$ cat src/design/mfunc_route_pkg.sv
// Purpose: Shared constants and routing lookup for the terminal router
// Assumes: Selector codes are 4 bits, seven terminals, 28 routing bits
// Notes:   Source index table shared by the top and each terminal driver
package mfunc_route_pkg;

   localparam int          NUM_TERMS      = 7;
   localparam int          SEL_W          = 4;
   localparam int          ROUTE_W        = 28;
   localparam int          SRC_W          = 29;
   localparam logic [7:0]  ROUTE_OFFSET   = 8'h8c;
   localparam logic [31:0] ROUTE_RESET    = 32'h0000_1000;
   localparam logic [31:0] ROUTE_WMASK    = 32'h0fff_ffff;
   localparam logic [3:0]  CODE_GPI       = 4'h0;
   localparam logic [1:0]  STRAP_WAIT     = 2'h2;

   // Indices into the source vector; 0 to 15 are the interrupt lines
   localparam logic [4:0]  SRC_CLKRUN     = 5'h10;
   localparam logic [4:0]  SRC_SERIRQ     = 5'h11;
   localparam logic [4:0]  SRC_GRANT      = 5'h12;
   localparam logic [4:0]  SRC_REQUEST    = 5'h13;
   localparam logic [4:0]  SRC_LOCK       = 5'h14;
   localparam logic [4:0]  SRC_LOWPWR     = 5'h15;
   localparam logic [4:0]  SRC_LED        = 5'h16;
   localparam logic [4:0]  SRC_EVENT      = 5'h17;
   localparam logic [4:0]  SRC_RING       = 5'h18;
   localparam logic [4:0]  SRC_VIDEO_PORT_STATUS     = 5'h19;
   localparam logic [4:0]  SRC_ZVSEL      = 5'h1a;
   localparam logic [4:0]  SRC_AUDIO      = 5'h1b;
   localparam logic [4:0]  SRC_GPO        = 5'h1c;

   // Returns {defined, source index} for a terminal and selector code
   function automatic logic [5:0] route_lookup(input logic [2:0] term,
                                               input logic [3:0] code);
      logic [5:0] r;
      r = 6'h00;
      case (term)
         3'h6: begin
            if (code == 4'h1) r = {1'b1, SRC_CLKRUN};
            else if (code != 4'h0) r = {1'b1, 1'b0, code};
         end
         3'h5: begin
            case (code)
               4'h1: r = {1'b1, SRC_GPO};
               4'h2: r = {1'b1, SRC_GRANT};
               4'h4, 4'ha, 4'hb, 4'hf: r = {1'b1, 1'b0, code};
               4'h8: r = {1'b1, SRC_AUDIO};
               4'h9: r = {1'b1, SRC_LOWPWR};
               4'hc, 4'hd: r = {1'b1, SRC_LED};
               4'he: r = {1'b1, SRC_EVENT};
               default: r = 6'h00;
            endcase
         end
         3'h4: begin
            case (code)
               4'h1: r = {1'b1, SRC_GPO};
               4'h2: r = {1'b1, SRC_LOCK};
               4'hc: r = {1'b1, SRC_RING};
               4'hd: r = {1'b1, SRC_LED};
               4'he: r = {1'b1, SRC_EVENT};
               4'hf: r = {1'b1, SRC_LOWPWR};
               default: r = 6'h00;
            endcase
         end
         3'h3: begin
            if (code == 4'h1) r = {1'b1, SRC_SERIRQ};
            else if (code != 4'h0) r = {1'b1, 1'b0, code};
         end
         3'h2: begin
            case (code)
               4'h1: r = {1'b1, SRC_GPO};
               4'h2: r = {1'b1, SRC_REQUEST};
               4'h4, 4'h5, 4'h9, 4'ha, 4'hb: r = {1'b1, 1'b0, code};
               4'h6: r = {1'b1, SRC_VIDEO_PORT_STATUS};
               4'h7: r = {1'b1, SRC_ZVSEL};
               4'h8: r = {1'b1, SRC_AUDIO};
               4'hc: r = {1'b1, SRC_RING};
               4'hd: r = {1'b1, SRC_LOWPWR};
               4'he: r = {1'b1, SRC_EVENT};
               4'hf: r = {1'b1, 5'h07};
               default: r = 6'h00;
            endcase
         end
         3'h1: begin
            case (code)
               4'h1: r = {1'b1, SRC_GPO};
               4'h2: r = {1'b1, SRC_LOWPWR};
               4'h3, 4'h4, 4'h5, 4'h9, 4'ha, 4'hb, 4'hd: r = {1'b1, 1'b0, code};
               4'h6: r = {1'b1, SRC_VIDEO_PORT_STATUS};
               4'h7: r = {1'b1, SRC_ZVSEL};
               4'h8: r = {1'b1, SRC_AUDIO};
               default: r = 6'h00;
            endcase
         end
         3'h0: begin
            case (code)
               4'h1: r = {1'b1, SRC_GPO};
               4'h3, 4'h4, 4'ha, 4'hb, 4'hd: r = {1'b1, 1'b0, code};
               4'h7: r = {1'b1, SRC_ZVSEL};
               4'hc: r = {1'b1, SRC_LED};
               default: r = 6'h00;
            endcase
         end
         default: r = 6'h00;
      endcase
      return r;
   endfunction

endpackage

$ cat src/design/terminal_driver.sv
// Purpose: Selects the function driven onto one multifunction terminal
// Assumes: Source vector built by the router top, same clock
// Notes:   Purely combinational; the top registers the result
`timescale 1ns/1ps
module terminal_driver
   import mfunc_route_pkg::*;
#(
   parameter logic [2:0] TERM = 3'h0
) (
   input  wire logic [SEL_W-1:0] sel,
   input  wire logic [SRC_W-1:0] src,
   output logic                  drive,
   output logic                  enable
);

   logic [5:0] hit;

   always_comb begin
      hit    = route_lookup(TERM, sel);
      enable = hit[5];
      drive  = hit[5] ? src[hit[4:0]] : 1'b0;
   end

endmodule // terminal_driver

$ cat src/design/multifunction_terminal_router.sv
// Purpose: APB routing register steering seven multifunction terminals
// Assumes: Functions and EEPROM loader run on core_clk; pins are asynchronous
// Notes:   Zero wait state slave with registered answer one cycle after setup
//
// Operation
// - One 32-bit routing register, default 0000_1000h
// - Bits 31 to 28 read zero, ignore writes
// - Zero selector means general-purpose input on terminals 0, 1, 2, 4 and 5; in serial mode gp_input_1 and gp_input_3 stay 0
// - Initial value loadable from serial EEPROM
// - Terminal 6: clock-run or interrupt lines
// - Terminal 5 function map
// - Terminal 4 function map
// - Terminal 3: serial interrupt or interrupt lines
// - Terminal 2 function map
// - Terminal 1 function map
// - Serial mode: terminal 1 carries SDA
// - Terminal 0 function map
//
// The implementer's own choice: the APB register port.
`timescale 1ns/1ps
module multifunction_terminal_router
   import mfunc_route_pkg::*;
#(
   parameter int ADDR_W = 8
) (
   input  wire logic              core_clk,
   input  wire logic              reset_n,
   input  wire logic              psel,
   input  wire logic              penable,
   input  wire logic              pwrite,
   input  wire logic [ADDR_W-1:0] paddr,
   input  wire logic [31:0]       pwdata,
   input  wire logic [3:0]        pstrb,
   output logic                   pready,
   output logic [31:0]            prdata,
   output logic                   pslverr,
   input  wire logic              eeprom_load_valid,
   input  wire logic [ROUTE_W-1:0] eeprom_load_data,
   input  wire logic              sda_drive_low,
   input  wire logic              scl_drive_low,
   output logic                   sda_sense,
   output logic                   serial_mode,
   input  wire logic              supply_control_0,
   input  wire logic              supply_control_1,
   input  wire logic              gp_output_0,
   input  wire logic              gp_output_1,
   input  wire logic              gp_output_2,
   input  wire logic              gp_output_3,
   input  wire logic              gp_output_4,
   output logic                   gp_input_0,
   output logic                   gp_input_1,
   output logic                   gp_input_2,
   output logic                   gp_input_3,
   output logic                   gp_input_4,
   input  wire logic [15:0]       irq_request,
   input  wire logic              clock_run,
   input  wire logic              serial_interrupt,
   input  wire logic              pci_grant_out,
   input  wire logic              pci_request_out,
   input  wire logic              pci_lock,
   input  wire logic              low_power_state_flag,
   input  wire logic              socket_activity_led,
   input  wire logic              general_purpose_event,
   input  wire logic              ring_indicate_output,
   input  wire logic              video_port_status,
   input  wire logic              video_port_select,
   input  wire logic              card_audio_pwm,
   input  wire logic              multi_pin_0_in,
   input  wire logic              multi_pin_1_in,
   input  wire logic              multi_pin_2_in,
   input  wire logic              multi_pin_3_in,
   input  wire logic              multi_pin_4_in,
   input  wire logic              multi_pin_5_in,
   input  wire logic              multi_pin_6_in,
   output logic                   multi_pin_0_out,
   output logic                   multi_pin_1_out,
   output logic                   multi_pin_2_out,
   output logic                   multi_pin_3_out,
   output logic                   multi_pin_4_out,
   output logic                   multi_pin_5_out,
   output logic                   multi_pin_6_out,
   output logic                   multi_pin_0_oe,
   output logic                   multi_pin_1_oe,
   output logic                   multi_pin_2_oe,
   output logic                   multi_pin_3_oe,
   output logic                   multi_pin_4_oe,
   output logic                   multi_pin_5_oe,
   output logic                   multi_pin_6_oe
);

   logic [ROUTE_W-1:0]   route_q, route_d;
   logic                 pready_q, pready_d;
   logic                 pslverr_q, pslverr_d;
   logic [31:0]          prdata_q, prdata_d;
   logic [8:0]           meta_q, sync_q;
   logic [8:0]           pin_raw;
   logic [1:0]           strap_cnt_q, strap_cnt_d;
   logic                 serial_q, serial_d;
   logic                 boot_q, boot_d;
   logic [NUM_TERMS-1:0] out_q, out_d, oe_q, oe_d;
   logic [NUM_TERMS-1:0] fn_drive, fn_enable;
   logic [4:0]           gpi_q, gpi_d;
   logic [4:0]           gpo;
   logic                 addr_hit;
   logic                 wr_take;
   logic [31:0]          wr_merge;
   logic [SRC_W-1:0]     src_base;
   logic                 sense_q, sense_d;

   assign addr_hit = (paddr[ADDR_W-1:2] == ROUTE_OFFSET[ADDR_W-1:2]);
   assign wr_take  = psel & penable & pready_q & pwrite & addr_hit;
   assign gpo      = {gp_output_4, gp_output_3, gp_output_2, gp_output_1, gp_output_0};
   assign pin_raw  = {supply_control_1, supply_control_0, multi_pin_6_in, multi_pin_5_in,
                      multi_pin_4_in, multi_pin_3_in, multi_pin_2_in, multi_pin_1_in,
                      multi_pin_0_in};
   assign src_base = {1'b0, card_audio_pwm, video_port_select, video_port_status,
                      ring_indicate_output, general_purpose_event, socket_activity_led,
                      low_power_state_flag, pci_lock, pci_request_out, pci_grant_out,
                      serial_interrupt, clock_run, irq_request};

   // Register bus and routing register
   always_comb begin
      route_d   = route_q;
      pready_d  = psel & ~penable;
      pslverr_d = psel & ~penable & ~addr_hit;
      prdata_d  = 32'h0000_0000;
      wr_merge  = {4'h0, route_q};
      for (int b = 0; b < 4; b++) begin
         if (pstrb[b]) wr_merge[8*b +: 8] = pwdata[8*b +: 8];
      end
      wr_merge = wr_merge & ROUTE_WMASK;
      if (eeprom_load_valid) route_d = eeprom_load_data;
      else if (wr_take) route_d = wr_merge[ROUTE_W-1:0];
      if (psel & ~penable & addr_hit & ~pwrite) prdata_d = {4'h0, route_q};
   end

   always_ff @(posedge core_clk or negedge reset_n) begin
      if (!reset_n) begin
         route_q   <= ROUTE_RESET[ROUTE_W-1:0];
         pready_q  <= 1'b0;
         pslverr_q <= 1'b0;
         prdata_q  <= 32'h0000_0000;
      end else begin
         route_q   <= route_d;
         pready_q  <= pready_d;
         pslverr_q <= pslverr_d;
         prdata_q  <= prdata_d;
      end
   end

   // Two-stage pin synchronisers
   always_ff @(posedge core_clk or negedge reset_n) begin
      if (!reset_n) begin
         meta_q <= 9'h000;
         sync_q <= 9'h000;
      end else begin
         meta_q <= pin_raw;
         sync_q <= meta_q;
      end
   end

   always_comb begin
      strap_cnt_d = strap_cnt_q;
      serial_d    = serial_q;
      boot_d      = 1'b1;
      // Count past capture so the strap is read once
      if (strap_cnt_q != STRAP_WAIT + 2'h1) strap_cnt_d = strap_cnt_q + 2'h1;
      // Synchroniser holds the strap two edges after release
      if (strap_cnt_q == STRAP_WAIT) serial_d = sync_q[7] & sync_q[8];
   end

   always_ff @(posedge core_clk or negedge reset_n) begin
      if (!reset_n) begin
         strap_cnt_q <= 2'h0;
         serial_q    <= 1'b0;
         boot_q      <= 1'b0;
      end else begin
         strap_cnt_q <= strap_cnt_d;
         serial_q    <= serial_d;
         boot_q      <= boot_d;
      end
   end

   // One function selector per terminal
   generate
      for (genvar t = 0; t < NUM_TERMS; t++) begin : g_term
         localparam int GPO_IDX = (t < 3) ? t : ((t == 4) ? 3 : 4);
         terminal_driver #(
            .TERM (3'(t))
         ) u_drv (
            .sel    (route_q[SEL_W*t +: SEL_W]),
            .src    ({(t == 3 || t == 6) ? 1'b0 : gpo[GPO_IDX], src_base[SRC_W-2:0]}),
            .drive  (fn_drive[t]),
            .enable (fn_enable[t])
         );
      end
   endgenerate

   always_comb begin
      out_d = fn_drive;
      oe_d  = fn_enable;
      if (serial_q) begin
         out_d[1] = 1'b0;
         oe_d[1]  = sda_drive_low;
         out_d[4] = 1'b0;
         oe_d[4]  = scl_drive_low;
      end
      gpi_d[0] = (route_q[3:0] == CODE_GPI) & sync_q[0];
      gpi_d[1] = (route_q[7:4] == CODE_GPI) & ~serial_q & sync_q[1];
      gpi_d[2] = (route_q[11:8] == CODE_GPI) & sync_q[2];
      gpi_d[3] = (route_q[19:16] == CODE_GPI) & ~serial_q & sync_q[4];
      gpi_d[4] = (route_q[23:20] == CODE_GPI) & sync_q[5];
      sense_d  = gpi_d[1] | (serial_q & sync_q[1]);
   end

   always_ff @(posedge core_clk or negedge reset_n) begin
      if (!reset_n) begin
         out_q <= 7'h00;
         oe_q  <= 7'h00;
         gpi_q <= 5'h00;
         sense_q <= 1'b0;
      end else begin
         out_q <= out_d;
         oe_q  <= oe_d;
         gpi_q <= gpi_d;
         sense_q <= sense_d;
      end
   end

   assign pready          = pready_q;
   assign prdata          = prdata_q;
   assign pslverr         = pslverr_q;
   assign serial_mode     = serial_q;
   assign sda_sense       = sense_q;
   assign gp_input_0      = gpi_q[0];
   assign gp_input_1      = gpi_q[1];
   assign gp_input_2      = gpi_q[2];
   assign gp_input_3      = gpi_q[3];
   assign gp_input_4      = gpi_q[4];
   assign multi_pin_0_out = out_q[0];
   assign multi_pin_1_out = out_q[1];
   assign multi_pin_2_out = out_q[2];
   assign multi_pin_3_out = out_q[3];
   assign multi_pin_4_out = out_q[4];
   assign multi_pin_5_out = out_q[5];
   assign multi_pin_6_out = out_q[6];
   assign multi_pin_0_oe  = oe_q[0];
   assign multi_pin_1_oe  = oe_q[1];
   assign multi_pin_2_oe  = oe_q[2];
   assign multi_pin_3_oe  = oe_q[3];
   assign multi_pin_4_oe  = oe_q[4];
   assign multi_pin_5_oe  = oe_q[5];
   assign multi_pin_6_oe  = oe_q[6];

   reset_value_a: assert property (
      @(posedge core_clk) disable iff (!reset_n)
      !boot_q |-> route_q == ROUTE_RESET[ROUTE_W-1:0])
      else $error("routing register not at default after reset");

   upper_zero_a: assert property (
      @(posedge core_clk) disable iff (!reset_n)
      pready_q |-> prdata_q[31:28] == 4'h0)
      else $error("reserved routing bits read nonzero");

   write_lands_a: assert property (
      @(posedge core_clk) disable iff (!reset_n)
      wr_take && pstrb == 4'hf && !eeprom_load_valid
      |=> route_q == $past(pwdata[ROUTE_W-1:0]))
      else $error("full routing write not stored");

   eeprom_load_a: assert property (
      @(posedge core_clk) disable iff (!reset_n)
      eeprom_load_valid |=> route_q == $past(eeprom_load_data))
      else $error("eeprom value not loaded");

   gpi_float_a: assert property (
      @(posedge core_clk) disable iff (!reset_n)
      route_q[3:0] == CODE_GPI ##1 route_q[3:0] == CODE_GPI |-> !multi_pin_0_oe)
      else $error("terminal 0 driven in input mode");

   clkrun_route_a: assert property (
      @(posedge core_clk) disable iff (!reset_n)
      route_q[27:24] == 4'h1 |=> multi_pin_6_oe && multi_pin_6_out == $past(clock_run))
      else $error("terminal 6 not carrying clock-run");

   irq_route_a: assert property (
      @(posedge core_clk) disable iff (!reset_n)
      route_q[15:12] == 4'h5 |=> multi_pin_3_oe && multi_pin_3_out == $past(irq_request[5]))
      else $error("terminal 3 not carrying interrupt 5");

   undefined_float_a: assert property (
      @(posedge core_clk) disable iff (!reset_n)
      route_q[23:20] == 4'h3 |=> !multi_pin_5_oe)
      else $error("terminal 5 driven for undefined code");

   sda_override_a: assert property (
      @(posedge core_clk) disable iff (!reset_n)
      serial_q && sda_drive_low |=> multi_pin_1_oe && !multi_pin_1_out)
      else $error("terminal 1 not pulling SDA low");

   scl_override_a: assert property (
      @(posedge core_clk) disable iff (!reset_n)
      serial_q && !scl_drive_low |=> !multi_pin_4_oe)
      else $error("terminal 4 driven while SCL released");

endmodule // multifunction_terminal_router

$ cat config.mk
export PLATFORM = sky130hd
export DESIGN_NAME = multifunction_terminal_router
export DESIGN_NICKNAME = d
export VERILOG_FILES = /design/src/design/mfunc_route_pkg.sv /design/src/design/terminal_driver.sv /design/src/design/multifunction_terminal_router.sv
export SDC_FILE = /design/constraint.sdc
export NUM_CORES = 1
export LEC_CHECK = 0
export ABC_AREA = 1
export BUFFER_PORTS_ARGS = -buffer_cell sky130_fd_sc_hd__buf_2
export CORE_AREA = 2 2 144 146
export DETAILED_ROUTE_END_ITERATION = 10
export DIE_AREA = 0 0 146 148
export PLACE_DENSITY_LB_ADDON = 0.15
export SYNTH_ARGS = -nofsm -noshare
export SYNTH_HDL_FRONTEND = slang
export SYNTH_HIERARCHICAL = 1
export SYNTH_SLANG_ARGS = --single-unit
$ cat constraint.sdc
create_clock -name core_clk -period 2.4 [get_ports core_clk]
set_clock_uncertainty 0.1 [all_clocks]
set_input_delay 0.36 -clock core_clk [delete_from_list [all_inputs] [get_ports core_clk]]
set_output_delay 0.36 -clock core_clk [all_outputs]
set_load 0.01 [all_outputs]
Word level (Yosys, flattened, before mapping). Cells that the tools add are included.

Bits in registers: 103. Input port bits: 122. Logic and storage cells: 163.

Add/sub/neg operators: 1. $lt $le $gt $ge: 7. Eq/ne operators: 56. Mux-type cells: 41. Bitwise gates (word level): 22. Reductions and logical operators: 21.

Operators by type and width (number): 4-bit equality test, second input constant (29); 28-bit 2-to-1 mux (3); 6-bit case mux with 6 select lines (2); 6-bit case mux with 10 select lines (1); 4-bit by 3-bit equality test with 1-bit output, second input constant (11); 5-bit by 6-bit < comparator with 1-bit output, second input constant (7); 6-bit case mux with 7 select lines (1); 1-bit binary-select mux with 5-bit select (7); 4-bit by 1-bit equality test with 1-bit output, second input constant (7); 4-bit by 2-bit equality test with 1-bit output, second input constant (6); 6-bit 2-to-1 mux (4); 8-bit 2-to-1 mux (3); 6-bit case mux with 4 select lines (1); 4-bit zero test (5); 1-bit 2-to-1 mux (18); 1-bit AND (17); 2-bit nonzero test (5); 5-bit OR reduction (2); 2-bit AND reduction (4); 4-bit nonzero test (2); 7-bit OR reduction (1); 6-bit equality test, second input constant (1); 4-bit 2-to-1 mux (1); 1-bit inverter (4); other kinds (6) (6).

Logic depth before layout (Yosys ltp).
Word-level depth: 7. Gate-level depth with buffers: 15. Mapped depth without buffers: 14.

By module. Netlist, hierarchy kept.

By module, submodules not included: multifunction_terminal_router (times used 1, cells each 402, area each 3762.4 µm², sequential area each 2378.5 µm²); terminal_driver at g_term[5].u_drv (times used 1, cells each 124, area each 638.1 µm², sequential area each 0.0 µm²); terminal_driver at g_term[2].u_drv (times used 1, cells each 109, area each 586.8 µm², sequential area each 0.0 µm²); terminal_driver at g_term[0].u_drv (times used 1, cells each 119, area each 539.3 µm², sequential area each 0.0 µm²); terminal_driver at g_term[1].u_drv (times used 1, cells each 96, area each 470.5 µm², sequential area each 0.0 µm²); terminal_driver at g_term[3].u_drv (times used 1, cells each 88, area each 375.4 µm², sequential area each 0.0 µm²); terminal_driver at g_term[6].u_drv (times used 1, cells each 63, area each 292.8 µm², sequential area each 0.0 µm²); terminal_driver at g_term[4].u_drv (times used 1, cells each 56, area each 259.0 µm², sequential area each 0.0 µm²).

Least setup slack after synthesis. Ideal clock, no wire load.

Path kind: register -> register. Start point: register route_q[5]. End point: register out_q[1]. Data arrival time: 1.611 ns. Data required time: 2.228 ns. Setup slack: 0.616 ns. Stages on the path, launching flop included: 15. Buffers on the path: 1. Period minus slack after synthesis: 1.784 ns. Path through: dfrtp_1 > nand2_1 > inv_2 > a21oi_4 > nand3_2 > nand2_2 > buf_4 > nand2_1 > nand3_1 > nand3_1 > nand3_1 > nand3_1 > nand2_1 > inv_1 > nor2_1.

Longest elaborated chain between the ends: 7.

RTL lines: start: declaration (RTL line multifunction_terminal_router.sv:91) `logic [ROUTE_W-1:0] route_q, route_d;`; start signal: assignment (RTL line multifunction_terminal_router.sv:139) `route_q <= ROUTE_RESET[ROUTE_W-1:0];`; start signal: assignment (RTL line multifunction_terminal_router.sv:144) `route_q <= route_d;`; 4-bit by 2-bit equality test with 1-bit output, or another cell as far along (RTL line mfunc_route_pkg.sv:84) `case (code)`; 7-bit OR reduction (RTL line mfunc_route_pkg.sv:84); 6-bit case mux with 6 select lines (*) (RTL line mfunc_route_pkg.sv:84); 1-bit binary-select mux with 5-bit select (RTL line terminal_driver.sv:21) `drive = hit[5] ? src[hit[4:0]] : 1'b0;`; 1-bit 2-to-1 mux (not written as such) (RTL line terminal_driver.sv:21); 1-bit 2-to-1 mux (*) (RTL line terminal_driver.sv:21); net fn_drive[1] (RTL line multifunction_terminal_router.sv:101) `logic [NUM_TERMS-1:0] fn_drive, fn_enable;`; 1-bit 2-to-1 mux (*) (RTL line multifunction_terminal_router.sv:202) `if (serial_q) begin`; net out_d[1] (RTL line multifunction_terminal_router.sv:100) `logic [NUM_TERMS-1:0] out_q, out_d, oe_q, oe_d;`; end signal: assignment (RTL line multifunction_terminal_router.sv:223) `out_q <= out_d;`; end: declaration (RTL line multifunction_terminal_router.sv:100).

The timed path passes the listed nets; every way through them passes the cells marked *. The select of a mux whose other input is x is not followed. A chain may end at the register's enable or synchronous reset.

Worst setup path in the final report. Ends and elaborated chain as after synthesis.

==> reports/metrics.yaml <==
status:
  outcome: "finished, final reports clean"
yosys:
  synth_area_leaders: "dfrtp_1 34%, nand2_1 20%, nand3_1 15%"
  synth_commonest_cells: "362 x nand2_1, 202 x nand3_1, 128 x inv_1, 94 x dfrtp_1, 66 x nor2_1"
  synth_cell_types: 42
  synth_flop_cell: "dfrtp_1"
  avgSynthCellArea_um2: 6.55
  ys_seq_elements: 95
  yosysSeqAreaShare_pct: 34.4
  yosys_warnings: 6
  synth_area_mm2: 0.00692
  async_flop_share_pct: 100
  synth_most_common_cell: "nand2_1"
  syn_inst: 1057
  synth_top_area_cell: "dfrtp_1"
  yosys.area.top_type_share_pct: 34.0
  synth-edff-count: 0
placement:
  hpwl_um: 15700
  placedCellCount: 1466
  port_buffers: 164
  gp_congestion: 0.890
hold_path:
  hp-class: "primary input to flip-flop"
routing:
  vias: 7084
  first_pass_iters: 5
  drc: 0
  ant_nets: 0
  wl_um: 21500
  viasPerCell: 4.75
  avgRoutedWirePerCell_um: 14.5
  drtIter0Drc: 483
sta:
  tightest_slew_ns: 0.538
  finalCritPeriodShare_pct: 88.2
  hold_viol: 0
  grt_setup_unrepaired: "no"
  finalCriticalPeriod_ns: 2.12
  setup_viol: 0
  tns_ns: 0
  slew_headroom_pct: 64.1
  drv_slew: 0
  maxClockFrequency_ghz: 0.472
pwr:
  finalPower_mw: 4.93
  p_leak_nw: 4.78
  pwr_density_cell_mw_per_mm2: 596
  ir_worst_vdd_v: 0.000332
worst_setup_path:
  endpoint_kind: "flip-flop"
  start_kind: "flip-flop"
  crit_slowest_cell: "dfrtp_1"
  cp_max_fo: 7
  critPathKind: "flip-flop to flip-flop"
  cp.required_ns: 2.59
  path_cells: "nand2_1, inv_2, nand3_1, nand2_1, nor2_1, inv_1, nor3_1, inv_1, nand3_1, nand3_1, nand2_1, inv_1, nor2_1"
  cpPeakStageDelay_ns: 0.50
  arrival_ns: 2.30
clock_tree:
  cts_tree: "yes"
  clk_transition_reported_paths_ns: 0.08
  cts-root-buf: "clkbuf_16"
  postCtsHoldBufs: 8
  cts_inserted_buffers: 9
  clk_latency_ns: 0.35
  postCtsResizedCells: 0
  htreeDepth: 3
  cts.sinks: 95
  postCtsSetupRepairBufs: 0
  clock_path_buffers: 2
floorplanning:
  io_pins: 177
  placementRows: 52
  die_y_um: 148
  die_area_mm2: 0.0216
  floorplan.initialDensity_pct: 34.6
  die_width_um: 146
  core_area_mm2: 0.0200
grt:
  grt_pass1_vias: 6711
  grt_antenna_before_repair: 0
  grt_usage_pct: 20.2
  grt_max_degree: 66
  overflow: 0
  grt_pass1_wl_um: 34400
finish:
  n_antenna_cell: 0
  drive_above_1_share_pct: 22.0
  finalNonFillerCells: 1490
  final_util_pct: 41.3
  area.growth.synth_to_final_pct: 19.4
  nets: 1339
job:
  maxCapViolCount: 0
-- stage by stage --
step | hold WS, ns | setup slack [ns] | area [µm²]
floorplan | -0.0356 | 0.616 | 6940
global placement | 0.131 | 0.364 | 7890
detailed placement | 0.132 | 0.316 | 7890
CTS | 0.0746 | 0.297 | 8270
global route | 0.0927 | 0.0621 | 8270
finish | 0.101 | 0.284 | 8270
-- cell usage in the layout (no fill, tap or decap), types with 4 or more instances in the layout --
master         count
nand3_1          202
nand2_4            6
inv_1            128
buf_2            163
clkbuf_16          9
dlygate4sd3_1      8
buf_4             10
nand3_2            9
nand3b_1          21
inv_2             21
nand4_1           15
nor2_4             4
nand2_1          362
dfrtp_1           94
nor2_1            66
o21ai_0            6
conb_1             6
a21oi_1           15
o21ai_1            4
nand2_2           16
or2_2              6
nor3_1            11
-- final timing paths --
path | from | end | slack, ns | cells past startpoint
hold reg to reg | meta_q[1] | sync_q[1] | 0.25 | 0
max in group asynchronous | reset_n | out_q[6] | 1.28 | 3
setup reg to reg | route_q[5] | out_q[1] | 0.28 | 13
setup / recovery | route_q[5] | out_q[1] | 0.28 | 13
min in group asynchronous | reset_n | out_q[4] | 0.31 | 2
hold / removal | penable | pready | 0.10 | 2
-- flip-flops by register name, indices dropped and copies added, names as in the netlist, 2 cells and up --
signal / count
gpi_q: 5
oe_q: 7
out_q: 7
sync_q: 7
prdata: 28
meta_q: 7
route_q: 28
strap_cnt_q: 2
-- cell families after synthesis --
group                    synth area share [%]
XOR/XNOR                                0.127
AND/OR/NAND/NOR                          48.4
other                                  0.0542
adder cells (fa/ha/maj)                 0.361
AO/OA/AOI/OAI                            4.05
buffers and inverters                    12.7
flip-flops                               34.4
-- layout make-up --
class | instances | area [µm²]
Clock buffer | 9 | 225
Clock inverter | 7 | 72.6
Fill cell | 2218 | 11800
Inverter | 149 | 559
Multi-Input combinational cell | 777 | 3690
Sequential cell | 95 | 2380
Tap cell | 270 | 338
Timing Repair Buffer | 183 | 1010
-- report_power, final --
| group | internal, mW | switching, mW | leakage, nW |
|---|---|---|---|
| combinational | 0.582 | 1.00 | 3.43 |
| sequential | 1.73 | 0.167 | 1.22 |
| clock | 0.734 | 0.710 | 0.136 |
| total | 3.05 | 1.88 | 4.78 |
-- layer usage --
layer  vias up  part of all wire [%]  wire [µm]  track usage [%]
met5         -                     0          0                0
met2       227                    43       9290             30.9
li1       3650                     -          -                -
met1      3183                    49      10500             29.0
met3        24                   5.8       1260             3.18
met4         0                   2.3        492             7.09
-- worst max-delay path: cells and delay by family (launching register included) --
kind                   cells  cell delay (ns)
buffers and inverters      4             0.28
DFF                        1             0.50
and+or+nand+nor            9             1.17
Note: power is estimated with default switching activity, not from simulation.
